--- config.mk ---
export PLATFORM = sky130hd
export DESIGN_NAME = pci_bridge_write_forwarding
export DESIGN_NICKNAME = d
export VERILOG_FILES = /design/src/hw/pci_bridge_pkg.sv /design/src/hw/pci_bridge_write_forwarding.sv
export SDC_FILE = /design/constraint.sdc
export NUM_CORES = 2
export LEC_CHECK = 0
export BUFFER_PORTS_ARGS = -buffer_cell sky130_fd_sc_hd__clkbuf_2
export CAP_MARGIN = 20
export CELL_PAD_IN_SITES_DETAIL_PLACEMENT = 1
export CELL_PAD_IN_SITES_GLOBAL_PLACEMENT = 1
export CORE_ASPECT_RATIO = 0.7
export CORE_MARGIN = 3
export CORE_UTILIZATION = 55
export DETAILED_ROUTE_END_ITERATION = 8
export PLACE_DENSITY_LB_ADDON = 0.1
export SETUP_SLACK_MARGIN = 0.1
export SYNTH_ARGS = -nofsm -noshare
export SYNTH_HDL_FRONTEND = slang
export SYNTH_SLANG_ARGS = --single-unit
--- constraint.sdc ---
create_clock -name clk_i -period 6.25 [get_ports clk_i]
set_clock_uncertainty 0.2 [all_clocks]
set_input_delay 1.25 -clock clk_i [delete_from_list [all_inputs] [get_ports clk_i]]
set_output_delay 1.25 -clock clk_i [all_outputs]
set_load 0.05 [all_outputs]
--- src/hw/pci_bridge_pkg.sv ---
// Shared constants and carrier types for the posted write forwarding core
package pci_bridge_pkg;

  // ----------------------------------------
  // Bus commands and address constants
  // ----------------------------------------
  localparam logic [3:0] CMD_MEM_WRITE = 4'h7;
  localparam logic [3:0] CMD_MEM_WRITE_INV = 4'hf;
  localparam logic [31:0] VGA_LO = 32'h000a_0000;
  localparam logic [31:0] VGA_HI = 32'h000b_ffff;
  localparam logic [31:0] DWORD_STEP = 32'h0000_0004;
  localparam logic [9:0] PAGE_LAST_WORD = 10'h3ff;

  // ----------------------------------------
  // Buffer and timing counts
  // ----------------------------------------
  localparam int POST_DEPTH = 32;
  localparam int MABORT_CYC = 5;
  localparam int LEVEL_W = 6;

  // ----------------------------------------
  // Carriers
  // ----------------------------------------
  // One buffer entry: an address entry (first) or a data word
  typedef struct packed {
    logic first;
    logic last;
    logic [3:0] be_n;
    logic [31:0] dw;
  } post_entry_t;

  // Sampled bus pins of one PCI bus
  typedef struct packed {
    logic frame_n;
    logic irdy_n;
    logic trdy_n;
    logic stop_n;
    logic devsel_n;
    logic gnt_n;
    logic [3:0] cbe_n;
    logic [31:0] ad;
  } pci_in_t;

  // Target-side drive onto one bus
  typedef struct packed {
    logic devsel_n;
    logic trdy_n;
    logic stop_n;
    logic oe_n;
  } tgt_out_t;

  // Master-side drive onto one bus
  typedef struct packed {
    logic req_n;
    logic frame_n;
    logic irdy_n;
    logic ctl_oe_n;
    logic [3:0] cbe_n;
    logic [31:0] ad;
    logic ad_oe_n;
  } mst_out_t;

  // Decode settings for one direction
  typedef struct packed {
    logic [31:0] base;
    logic [31:0] limit;
    logic vga_en;
    logic [7:0] lat_timer;
  } dir_cfg_t;

endpackage

--- src/hw/pci_bridge_write_forwarding.sv ---
// Posted memory write buffer and two-direction posted write forwarding core
//
// Summary of operation
// RULE1: Never start or claim interrupt acknowledge.
// RULE2: Never issue or claim reserved command codes.
// RULE3: Never claim special cycle commands.
// RULE4: Special cycles go via Type 1 writes.
// RULE5: No Type 0 config primary out, secondary in.
// RULE6: Nonlinear address: disconnect after first transfer.
// RULE7: Positive medium decode only, never subtractive.
// RULE8: Data moves only when IRDY and TRDY.
// RULE9: Last phase: FRAME off with IRDY+TRDY/STOP.
// RULE10: Memory writes posted; VGA, I/O, config delayed.
// RULE11: Medium DEVSEL, TRDY next, room required first.
// RULE12: One DWORD per clock, no target waits.
// RULE13: Disconnect at boundary or full buffer.
// RULE14: Request destination bus once head holds data.
// RULE15: Grant plus idle: address, then data.
// RULE16: Master inserts no wait states while data.
// RULE17: Queue empties: last phase, restart later.
// RULE18: Disconnect or retry: resume remainder later.
// RULE19: Target abort: discard remaining write data.
// RULE20: Latency expiry without grant ends transfer.
// RULE21: Two 128-byte write buffers, one per direction.
// RULE22: Control bit picks cache line or 4KB.
// RULE23: Deliver in order with same address, enables.

// ----------------------------------------
// Synchronous FIFO with valid/ready on both sides
// ----------------------------------------
module post_fifo #(
  parameter int W = 38,
  parameter int DEPTH = 32,
  parameter int LW = 6
) (
  // Clock and reset
  input wire logic clk_i,
  input wire logic rst_n_i,
  // Fill side
  input wire logic in_valid_i,
  output logic in_ready_o,
  input wire logic [W-1:0] in_data_i,
  // Drain side
  output logic out_valid_o,
  input wire logic out_ready_i,
  output logic [W-1:0] out_data_o,
  // Fill level
  output logic [LW-1:0] level_o
);

  localparam int AW = $clog2(DEPTH);

  logic [W-1:0] mem [DEPTH];
  logic [AW-1:0] wr_ptr;
  logic [AW-1:0] rd_ptr;
  logic [LW-1:0] level;
  logic push;
  logic pop;

  // Honest full and empty from the level count
  assign in_ready_o = (level != LW'(DEPTH));
  assign out_valid_o = (level != '0);
  assign out_data_o = mem[rd_ptr];
  assign level_o = level;
  assign push = in_valid_i && in_ready_o;
  assign pop = out_valid_o && out_ready_i;

  // Storage; holds no reset since the level guards every read
  always_ff @(posedge clk_i) begin
    if (push) begin
      mem[wr_ptr] <= in_data_i;
    end
  end

  // Pointers and level
  always_ff @(posedge clk_i) begin
    if (!rst_n_i) begin
      wr_ptr <= '0;
      rd_ptr <= '0;
      level <= '0;
    end else begin
      if (push) begin
        wr_ptr <= (wr_ptr == AW'(DEPTH - 1)) ? '0 : wr_ptr + 1'b1;
      end
      if (pop) begin
        rd_ptr <= (rd_ptr == AW'(DEPTH - 1)) ? '0 : rd_ptr + 1'b1;
      end
      level <= level + LW'(push) - LW'(pop);
    end
  end

endmodule

// ----------------------------------------
// Top: bus 0 is primary, bus 1 is secondary
// ----------------------------------------
module pci_bridge_write_forwarding #(
  parameter int DEPTH = pci_bridge_pkg::POST_DEPTH,
  parameter int LW = pci_bridge_pkg::LEVEL_W
) (
  // Clock and reset
  input wire logic clk_i,
  input wire logic rst_n_i,
  // Bus pins, indexed by bus
  input wire pci_bridge_pkg::pci_in_t bus_i [2],
  output pci_bridge_pkg::tgt_out_t tgt_o [2],
  output pci_bridge_pkg::mst_out_t mst_o [2],
  // Settings: cfg_i indexed by source bus of the direction, cache line controls shared by both
  input wire pci_bridge_pkg::dir_cfg_t cfg_i [2],
  input wire logic cache_line_mode_i,
  input wire logic [7:0] cache_line_size_i
);

  typedef enum logic [2:0] {T_IDLE, T_DEC, T_DEV, T_DATA, T_STOP} tgt_state_t;
  typedef enum logic [2:0] {M_IDLE, M_ADDR, M_DATA, M_END, M_FLUSH} mst_state_t;

  localparam int EW = $bits(pci_bridge_pkg::post_entry_t);

  // Previous frame per bus, to spot an address phase
  logic [1:0] frame_prev_n;

  always_ff @(posedge clk_i) begin
    if (!rst_n_i) begin
      frame_prev_n <= 2'h3;
    end else begin
      frame_prev_n <= {bus_i[1].frame_n, bus_i[0].frame_n};
    end
  end

  // One posted path per direction: g is the source bus, 1-g the destination
  for (genvar g = 0; g < 2; g++) begin : g_dir
    pci_bridge_pkg::pci_in_t src;
    pci_bridge_pkg::pci_in_t dst;
    pci_bridge_pkg::post_entry_t in_ent;
    pci_bridge_pkg::post_entry_t head;
    tgt_state_t t_st;
    mst_state_t m_st;
    logic in_valid;
    logic in_ready;
    logic head_valid;
    logic pop;
    logic [LW-1:0] level;
    logic addr_phase;
    logic claim;
    logic in_window;
    logic is_vga;
    logic [31:0] t_addr;
    logic unaligned;
    logic cl_hit;
    logic page_hit;
    logic disc_now;
    logic t_xfer;
    logic [31:0] cur_addr;
    logic [3:0] cur_cmd;
    logic fin_q;
    logic final_now;
    logic [7:0] lat_cnt;
    logic lat_exp;
    logic [2:0] dev_cnt;
    logic m_xfer;
    logic head_ready;

    assign src = bus_i[g];
    assign dst = bus_i[1-g];

    // ----------------------------------------
    // Target side on the source bus
    // ----------------------------------------

    // Positive decode: only posted memory writes inside the window
    assign addr_phase = !src.frame_n && frame_prev_n[g] && (t_st == T_IDLE);
    assign in_window = (src.ad >= cfg_i[g].base) && (src.ad <= cfg_i[g].limit); // RULE7
    assign is_vga = cfg_i[g].vga_en && (src.ad >= pci_bridge_pkg::VGA_LO) && (src.ad <= pci_bridge_pkg::VGA_HI);
    // VGA, I/O and config writes are left to the delayed queue
    assign claim = addr_phase && in_window && !is_vga // RULE10
      && ((src.cbe_n == pci_bridge_pkg::CMD_MEM_WRITE) // RULE1 RULE2 RULE3 RULE4 RULE5
      || (src.cbe_n == pci_bridge_pkg::CMD_MEM_WRITE_INV))
      && (level <= LW'(DEPTH - 2)); // RULE11

    // Disconnect conditions on the current data phase
    assign unaligned = (t_addr[1:0] != 2'h0); // RULE6
    assign cl_hit = cache_line_mode_i && (cache_line_size_i != 8'h00)
      && (((t_addr[9:2] + 8'h01) & (cache_line_size_i - 8'h01)) == 8'h00); // RULE22
    assign page_hit = !cache_line_mode_i && (t_addr[11:2] == pci_bridge_pkg::PAGE_LAST_WORD);
    // A phase that takes the last free slot also disconnects
    assign disc_now = unaligned || cl_hit || page_hit || (level >= LW'(DEPTH - 1)); // RULE13
    assign t_xfer = (t_st == T_DATA) && !src.irdy_n; // RULE8

    // Target state: medium decode puts DEVSEL two clocks after the address
    always_ff @(posedge clk_i) begin
      if (!rst_n_i) begin
        t_st <= T_IDLE;
      end else begin
        case (t_st)
          T_IDLE: begin
            if (claim) begin
              t_st <= T_DEC; // RULE11
            end
          end
          T_DEC: t_st <= T_DEV;
          T_DEV: t_st <= T_DATA;
          T_DATA: begin
            // Frame high at a transfer marks the final phase
            if (t_xfer && src.frame_n) begin
              t_st <= T_IDLE; // RULE9
            end else if (t_xfer && disc_now) begin
              t_st <= T_STOP;
            end
          end
          T_STOP: begin
            if (src.frame_n) begin
              t_st <= T_IDLE;
            end
          end
          default: t_st <= T_IDLE;
        endcase
      end
    end

    // Running target address, one DWORD per transfer
    always_ff @(posedge clk_i) begin
      if (!rst_n_i) begin
        t_addr <= '0;
      end else if (claim) begin
        t_addr <= src.ad;
      end else if (t_xfer) begin
        t_addr <= t_addr + pci_bridge_pkg::DWORD_STEP;
      end
    end

    // Buffer fill: address entry at claim, then one word per transfer
    always_comb begin
      in_ent = '0;
      in_valid = 1'b0;
      if (claim) begin
        in_ent.first = 1'b1;
        in_ent.be_n = src.cbe_n;
        in_ent.dw = src.ad;
        in_valid = 1'b1;
      end else if (t_xfer) begin
        in_ent.last = src.frame_n || disc_now;
        in_ent.be_n = src.cbe_n; // RULE23
        in_ent.dw = src.ad;
        in_valid = 1'b1; // RULE12
      end
    end

    // Target drive; TRDY is never withheld while in the data state
    always_comb begin
      tgt_o[g].devsel_n = !((t_st == T_DEV) || (t_st == T_DATA) || (t_st == T_STOP)); // RULE11
      tgt_o[g].trdy_n = !(t_st == T_DATA); // RULE12
      tgt_o[g].stop_n = !((t_st == T_STOP) || ((t_st == T_DATA) && disc_now)); // RULE13
      tgt_o[g].oe_n = !((t_st == T_DEV) || (t_st == T_DATA) || (t_st == T_STOP));
    end

    // ----------------------------------------
    // Posted buffer, 128 bytes per direction
    // ----------------------------------------
    post_fifo #(
      .W(EW),
      .DEPTH(DEPTH),
      .LW(LW)
    ) u_fifo ( // RULE21
      .clk_i(clk_i),
      .rst_n_i(rst_n_i),
      .in_valid_i(in_valid),
      .in_ready_o(in_ready),
      .in_data_i(in_ent),
      .out_valid_o(head_valid),
      .out_ready_i(pop),
      .out_data_o(head),
      .level_o(level)
    );

    // ----------------------------------------
    // Master side on the destination bus
    // ----------------------------------------

    // Head ready to go: an address entry needs a data word behind it
    assign head_ready = head_valid && (!head.first || (level >= LW'(2)));
    assign lat_exp = (lat_cnt >= cfg_i[g].lat_timer);
    // Final phase: tagged last, only word queued, or bus taken away
    assign final_now = head.last || (level == LW'(1)) // RULE17
      || (lat_exp && dst.gnt_n); // RULE20
    assign m_xfer = (m_st == M_DATA) && !dst.trdy_n; // RULE8

    // Pops: the address entry in the address phase, words on transfer
    always_comb begin
      case (m_st)
        M_ADDR: pop = head.first;
        M_DATA: pop = m_xfer;
        M_FLUSH: pop = head_valid && !head.first; // RULE19
        default: pop = 1'b0;
      endcase
    end

    // Master state machine
    always_ff @(posedge clk_i) begin
      if (!rst_n_i) begin
        m_st <= M_IDLE;
      end else begin
        case (m_st)
          M_IDLE: begin
            if (head_ready && !dst.gnt_n && dst.frame_n && dst.irdy_n) begin
              m_st <= M_ADDR; // RULE15
            end
          end
          M_ADDR: m_st <= M_DATA;
          M_DATA: begin
            if (!dst.stop_n && dst.devsel_n) begin
              m_st <= M_FLUSH; // RULE19
            end else if (dst.devsel_n && (dev_cnt == 3'(pci_bridge_pkg::MABORT_CYC))) begin
              m_st <= M_FLUSH;
            end else if (m_xfer && (fin_q || final_now)) begin
              m_st <= M_END; // RULE9
            end else if (!dst.stop_n) begin
              m_st <= M_END; // RULE18
            end
          end
          M_END: m_st <= M_IDLE;
          M_FLUSH: begin
            if (!head_valid || head.first) begin
              m_st <= M_IDLE;
            end
          end
          default: m_st <= M_IDLE;
        endcase
      end
    end

    // Delivery address and command; a resumed burst keeps its place
    always_ff @(posedge clk_i) begin
      if (!rst_n_i) begin
        cur_addr <= '0;
        cur_cmd <= pci_bridge_pkg::CMD_MEM_WRITE;
      end else if ((m_st == M_ADDR) && head.first) begin
        cur_addr <= head.dw; // RULE23
        cur_cmd <= head.be_n;
      end else if (m_xfer) begin
        cur_addr <= cur_addr + pci_bridge_pkg::DWORD_STEP; // RULE18
      end
    end

    // Final phase latch: FRAME never returns once released
    always_ff @(posedge clk_i) begin
      if (!rst_n_i) begin
        fin_q <= 1'b0;
      end else if (m_st == M_DATA) begin
        fin_q <= fin_q || final_now; // RULE17
      end else begin
        fin_q <= 1'b0;
      end
    end

    // Latency and device select counters, started by the address phase
    always_ff @(posedge clk_i) begin
      if (!rst_n_i) begin
        lat_cnt <= '0;
        dev_cnt <= '0;
      end else if (m_st == M_ADDR) begin
        lat_cnt <= 8'h01;
        dev_cnt <= 3'h1;
      end else if (m_st == M_DATA) begin
        if (!lat_exp) begin
          lat_cnt <= lat_cnt + 8'h01;
        end
        if (dst.devsel_n && (dev_cnt != 3'(pci_bridge_pkg::MABORT_CYC))) begin
          dev_cnt <= dev_cnt + 3'h1;
        end
      end
    end

    // Master drive; IRDY is held through every data phase
    always_comb begin
      mst_o[1-g].req_n = !head_ready; // RULE14
      mst_o[1-g].frame_n = !((m_st == M_ADDR) || ((m_st == M_DATA) && !fin_q && !final_now)); // RULE9
      mst_o[1-g].irdy_n = !(m_st == M_DATA); // RULE16
      mst_o[1-g].ctl_oe_n = !((m_st == M_ADDR) || (m_st == M_DATA) || (m_st == M_END));
      mst_o[1-g].ad_oe_n = !((m_st == M_ADDR) || (m_st == M_DATA));
      if (m_st == M_ADDR) begin
        // Only stored memory write commands are ever issued
        mst_o[1-g].ad = head.first ? head.dw : cur_addr; // RULE15
        mst_o[1-g].cbe_n = head.first ? head.be_n : cur_cmd; // RULE1 RULE2 RULE5
      end else begin
        mst_o[1-g].ad = head.dw; // RULE16
        mst_o[1-g].cbe_n = head.be_n; // RULE23
      end
    end
  end

endmodule

Word level (Yosys, flattened, before mapping)
Memory sizes are Yosys's and may differ from the RTL's. A register that Yosys moved wholly into a read port is not among the register bits.
Index checks and enable logic that the tools add are counted.
- order comparisons: 16
- bitwise logic cells: 5
- equality and inequality tests: 48
- mux-type cells: 76
- add/sub/neg operators: 19
- reduce and logical (&&, ||, !) cells: 167
- operators with widths (operator ; number):
    32-bit two-way mux ; 10
    36-bit two-way mux ; 4
    32-bit by 3-bit adder with 32-bit output (second input constant) ; 4
    37-bit two-way mux ; 2
    32-bit by 20-bit greater-or-equal comparator with 1-bit output (second input constant) ; 2
    32-bit greater-or-equal comparator ; 2
    32-bit by 20-bit less-or-equal comparator with 1-bit output (second input constant) ; 2
    32-bit less-or-equal comparator ; 2
    1-bit logical AND ; 63
    3-bit two-way mux ; 20
    5-bit two-way mux ; 8
    1-bit zero test ; 37
    8-bit by 1-bit adder with 8-bit output (second input constant) ; 4
    1-bit logical OR ; 32
    3-bit case mux with 5 select lines ; 2
    3-bit by 2-bit equality test with 1-bit output (second input constant) ; 8
    1-bit two-way mux ; 24
    3-bit case mux with 4 select lines ; 2
    5-bit by 1-bit adder with 5-bit output (second input constant) ; 4
    10-bit equality test (second input constant) ; 2
    5-bit equality test (second input constant) ; 4
    2-bit AND reduction ; 10
    2-bit nonzero test ; 10
    3-bit equality test (second input constant) ; 6
    other kinds (29) ; 67
- RAM bits: 2432
- output and inout bits: 90
- input bits: 241
- word-level logic and storage cells: 360
- memories kept: 2
- bits in registers: 206
- memory list (name ; depth ; width ; read ports ; clocked after memory_dff ; wr ports ; RTL line ; source):
    g_dir[0].u_fifo.mem ; 32 ; 38 ; 1 ; 1 ; 1 ; pci_bridge_write_forwarding.sv:53 ; logic [W-1:0] mem [DEPTH];
    g_dir[1].u_fifo.mem ; 32 ; 38 ; 1 ; 1 ; 1 ; pci_bridge_write_forwarding.sv:53 ;

Depth between registers and ports, before layout
- depth in word-level cells: 11
- gate-level depth with buffers: 20
- depth with buffers taken out: 17

Hierarchy
From an unflattened synthesis, not the netlist that was laid out.
- cells, all modules: 6434
- area total of the unflattened synthesis: 107937.3 µm²
- modules (own cells, without submodules) (module ; cells each ; area an instance (µm²) ; sequential area each (µm²) ; times used):
    post_fifo at g_dir[0].u_fifo ; 2396 ; 47690.7 ; 36935.4 ; 1
    post_fifo at g_dir[1].u_fifo ; 2400 ; 47670.7 ; 36935.4 ; 1
    pci_bridge_write_forwarding ; 1638 ; 12575.8 ; 2682.6 ; 1

Worst setup path before layout
No wires, ideal clock.
- path type: input-to-reg
- from: input cfg_i[72] (netlist name)
- to: memory g_dir[1].u_fifo.mem[31][0], enable pin
- stages: 11
- required time: 5617 ps
- slack: 586 ps
- data arrival time: 5031 ps
- setup time: 433 ps
- path buffers: 1
- cells stage by stage: inv_1 ha_1 nand4_1 nor4_1 nand2_1 a211oi_1 o2111ai_1 a22oi_1 clkbuf_1 nand2_1 nor2_1
- cells in the longest elaborated chain, start to end: 10
- RTL lines (what ; RTL line ; source):
    start, declared ; pci_bridge_write_forwarding.sv:109 ; input wire pci_bridge_pkg::dir_cfg_t cfg_i [2],
    32-bit greater-or-equal comparator ; pci_bridge_write_forwarding.sv:172 ; assign in_window = (src.ad >= cfg_i[g].base) && (src.ad <= cfg_i[g].limit);
    1-bit logical AND ; pci_bridge_write_forwarding.sv:172 ;
    1-bit logical AND (2 in a row) ; pci_bridge_write_forwarding.sv:175 ; assign claim = addr_phase && in_window && !is_vga
    1-bit logical AND ; pci_bridge_write_forwarding.sv:176 ; && ((src.cbe_n == pci_bridge_pkg::CMD_MEM_WRITE)
    1-bit logical AND ; pci_bridge_write_forwarding.sv:178 ; && (level <= LW'(DEPTH - 2));
    1-bit two-way mux ; pci_bridge_write_forwarding.sv:235 ; if (claim) begin
    1-bit logical AND ; pci_bridge_write_forwarding.sv:65 ; assign push = in_valid_i && in_ready_o;
    1-bit two-way mux ; pci_bridge_write_forwarding.sv:70 ; if (push) begin
    1-bit two-way mux (not written as such) ; pci_bridge_write_forwarding.sv:71 ; mem[wr_ptr] <= in_data_i;
    end, declared ; pci_bridge_write_forwarding.sv:53 ;
Every way passes these cells.

==> metrics.txt <==
DP Area=113000 um^2; Root Buffer=clkbuf_16; Max VDD drop=0.266 mV; RePlAce Congestion=0.854; Buffers on Ports=330; initial antenna violation count=28; Setup TNS=0 ns; CTS Sinks=2608; post-synthesis cell count=5445; main combinational cell family by area after synthesis=multiplexers; ys flop type=edfxtp_1; sequential power share=52.1%; Die H=374 um; # IOs=331; Synth Area in Simple Gates=3.97%; setup violators final=0; HPWL Detailed=196000 um; Max FO, Critical Path=32; sw frac=22.6%; Post-synth ARST share=0%; largest net degree at the start of global routing=73; Core Util, Final=63.4%; sequential share of the synthesized area=71.8%; Final Max Slew Viols=0; DR vias/cell=6.54; Initial Util=55.7%; warnings from Yosys=0; clock share of power=40.2%; drt first pass iters=5; TritonCTS Buffers=241; Max clock buf depth=4; htree depth=4; Synth Area in XOR/XNOR=0.673%; Post-synth EDFFs=2432; synthesized-area fraction occupied by adder cells=2.36%; CTS tree=done; NetSw=8.25 mW; worst skew pair latency=0.88 ns; DRC errors left=0; Arrival @ worst endpoint=4.59 ns; PnR worst setup slack=0.210 ns; post-synth net total=5886; Slew @ Worst Pin=1.12 ns; first-pass GRT wire length=446000 um; syn_area_per_cell=19.6 um^2; full die area=199000 um^2; hold_ws=0.254 ns; CTS hold repair buffers=0; mapped cell area=107000 um^2; power per cell area=300 nW/um^2; post-layout min period=6.04 ns; Final Non-Filler Cells=8817; total core area=192000 um^2; mux cell area share after synthesis=17.4%; Worst Setup Start Kind=flop; DRT Wirelength=312000 um; Comb power frac=7.8%; GR Util All Layers=31.3%; Nets=6478; cell row count=134; chip width=532 um; Max-Cap Viols=0; cell-internal power=28.2 mW; Compound-Gate Fraction of Synth Area=2.18%; Yosys reg bits=2608; Area Growth Syn to Fin=13.9%; Finished Cell Area=122000 um^2; DRT iter0 DRCs=7448; crit path kind=flop to output port; LEAKAGE=38.9 nW; Fill cells=16000; share of layout cells above drive strength 1=30.2%; overflow left after global routing=0; Vias=57700; worst slack, placed=-0.442 ns; Min-Delay Path Class=flop to flop; Worst EP required=4.80 ns; vias in the first global route=59800; post-synthesis cell type count=81; status=finished, final reports clean; unrepaired setup endpoints after global routing=false; placed cells=8362; Reg clk slew, reported paths=0.07 ns; DR WL/cell=35.3 um; Worst Setup End Kind=output port; Power, Total=36.4 mW; Max Fclk=166 MHz; Fin. Hold Viols=0; antenna viol nets, final=0; Max-slew headroom=25.3%; fin crit share=96.6%
[area by class of cell]
cell class | count | area (um^2) | share of cell area (%)
sequential | 2608 | 76600 | 63.0
multi-input combinational | 2396 | 28700 | 23.6
timing repair buffer | 602 | 4600 | 3.78
tap | 2584 | 3230 | 2.66
antenna | 11 | 27.5 | 0.0226
clock inverter | 116 | 1210 | 0.999
inverter | 188 | 708 | 0.583
clock buffer | 312 | 6450 | 5.31
[kinds of logic after synthesis]
logic type               Yosys count
flip-flops                      2608
buffers and inverters            441
AO/OA/AOI/OAI                    363
multiplexers                     898
AND/OR/NAND/NOR                  853
adder cells (fa/ha/maj)          200
XOR/XNOR                          82
[synthesized netlist by cell type (15+ instances only)]
cell type  instances  area [um^2]
mux2_2            85          957
inv_1            188          706
edfxtp_1        2432        73000
nand2_1          154          578
nor3_1            38          190
ha_1             198         2480
a21oi_1          138          691
and3_1            57          357
mux4_2           754        17000
or3_1             17          106
a211oi_1          40          300
xnor2_1           36          315
buf_1             57          214
nand4_1           61          382
mux2i_1           58          581
o21ai_0           50          250
xor2_1            46          403
nand2b_1          16          100
buf_2             51          255
nor2_1           271         1020
dfxtp_1          176         3520
nand3_1           72          360
a31oi_1           15         93.8
nor4_1            17          106
clkbuf_1         137          514
and2_1            81          507
[state kept, by name (all words and copies together), names as in the netlist, 8 cells and up, named ones only]
name and flops:
g_dir.u_fifo.level_o 12, g_dir.cur_addr 64, g_dir.u_fifo.mem 2432, g_dir.t_addr 24, g_dir.cur_cmd 8, g_dir.u_fifo.wr_ptr 10
g_dir.lat_cnt 16, g_dir.u_fifo.rd_ptr 10
[worst paths after layout]
path / startpoint / to / slack [ns] / cells after the start
setup / recovery: flop / mst_o[71] / 0.21 / 7
hold / removal: g_dir[1].t_addr[0] / g_dir[1].t_addr[0] / 0.25 / 2
setup reg to reg: g_dir[1].t_st[2] / g_dir[1].u_fifo.mem[6][32] / 0.96 / 13
hold reg to reg: g_dir[1].t_addr[0] / g_dir[1].t_addr[0] / 0.25 / 2
[layout by cell type, fill, tap and decap left out, types with 34 or more instances in the layout]
master     Yosys  layout
buf_4          4     205
o21ai_0       50      49
nand4_1       61      61
clkinv_1       0      40
nand2_1      154     152
clkinv_2       0      34
mux4_2       754     754
dfxtp_1      176     166
a21oi_1      138     135
xnor2_1       36      36
a211oi_1      40      40
nor2_1       271     238
inv_1        188     187
mux2_2        85      85
clkbuf_16      0     246
clkbuf_1     137      59
ha_1         198     198
and2_1        81      80
nor3_1        38      38
mux2i_1       58      57
edfxtp_1    2432    2432
nand3_1       72      72
clkbuf_2       1     329
xor2_1        46      46
buf_12         0      56
[critical path, cell delays in order, from the launching register on]
cell,delay (ns)
dfxtp_4,0.74
buf_4,0.36
buf_4,0.49
mux4_2,0.40
mux4_2,0.55
mux2i_1,0.52
a21oi_1,0.27
clkbuf_2,0.31
[per-layer routing]
layer / vias to the layer above / global-route usage (%) / part of all wire (%)
li1: 23400 / - / -
met1: 30700 / 44.3 / 39
met2: 2982 / 49.6 / 48
met3: 552 / 5.64 / 8.9
met4: 6 / 11.3 / 4.1
met5: - / 0 / 0.012
[power groups by stage]
stage               combinational, mW  clock, mW  sequential (mW)
finish                           2.83       14.6             19.0
CTS                              2.83       14.8             19.0
detailed placement               2.80          0             19.4
global placement                 2.76          0             19.4
floorplan                        1.91          0             19.3
global route                     3.02       15.5             19.0
[timing repair]
action                     4_1_cts  5_1_grt
pin swaps                        0        0
setup endpoints to repair        1       12
setup buffers                    0        1
gates resized for setup          1        0
Power figures use the tool's default switching activity.
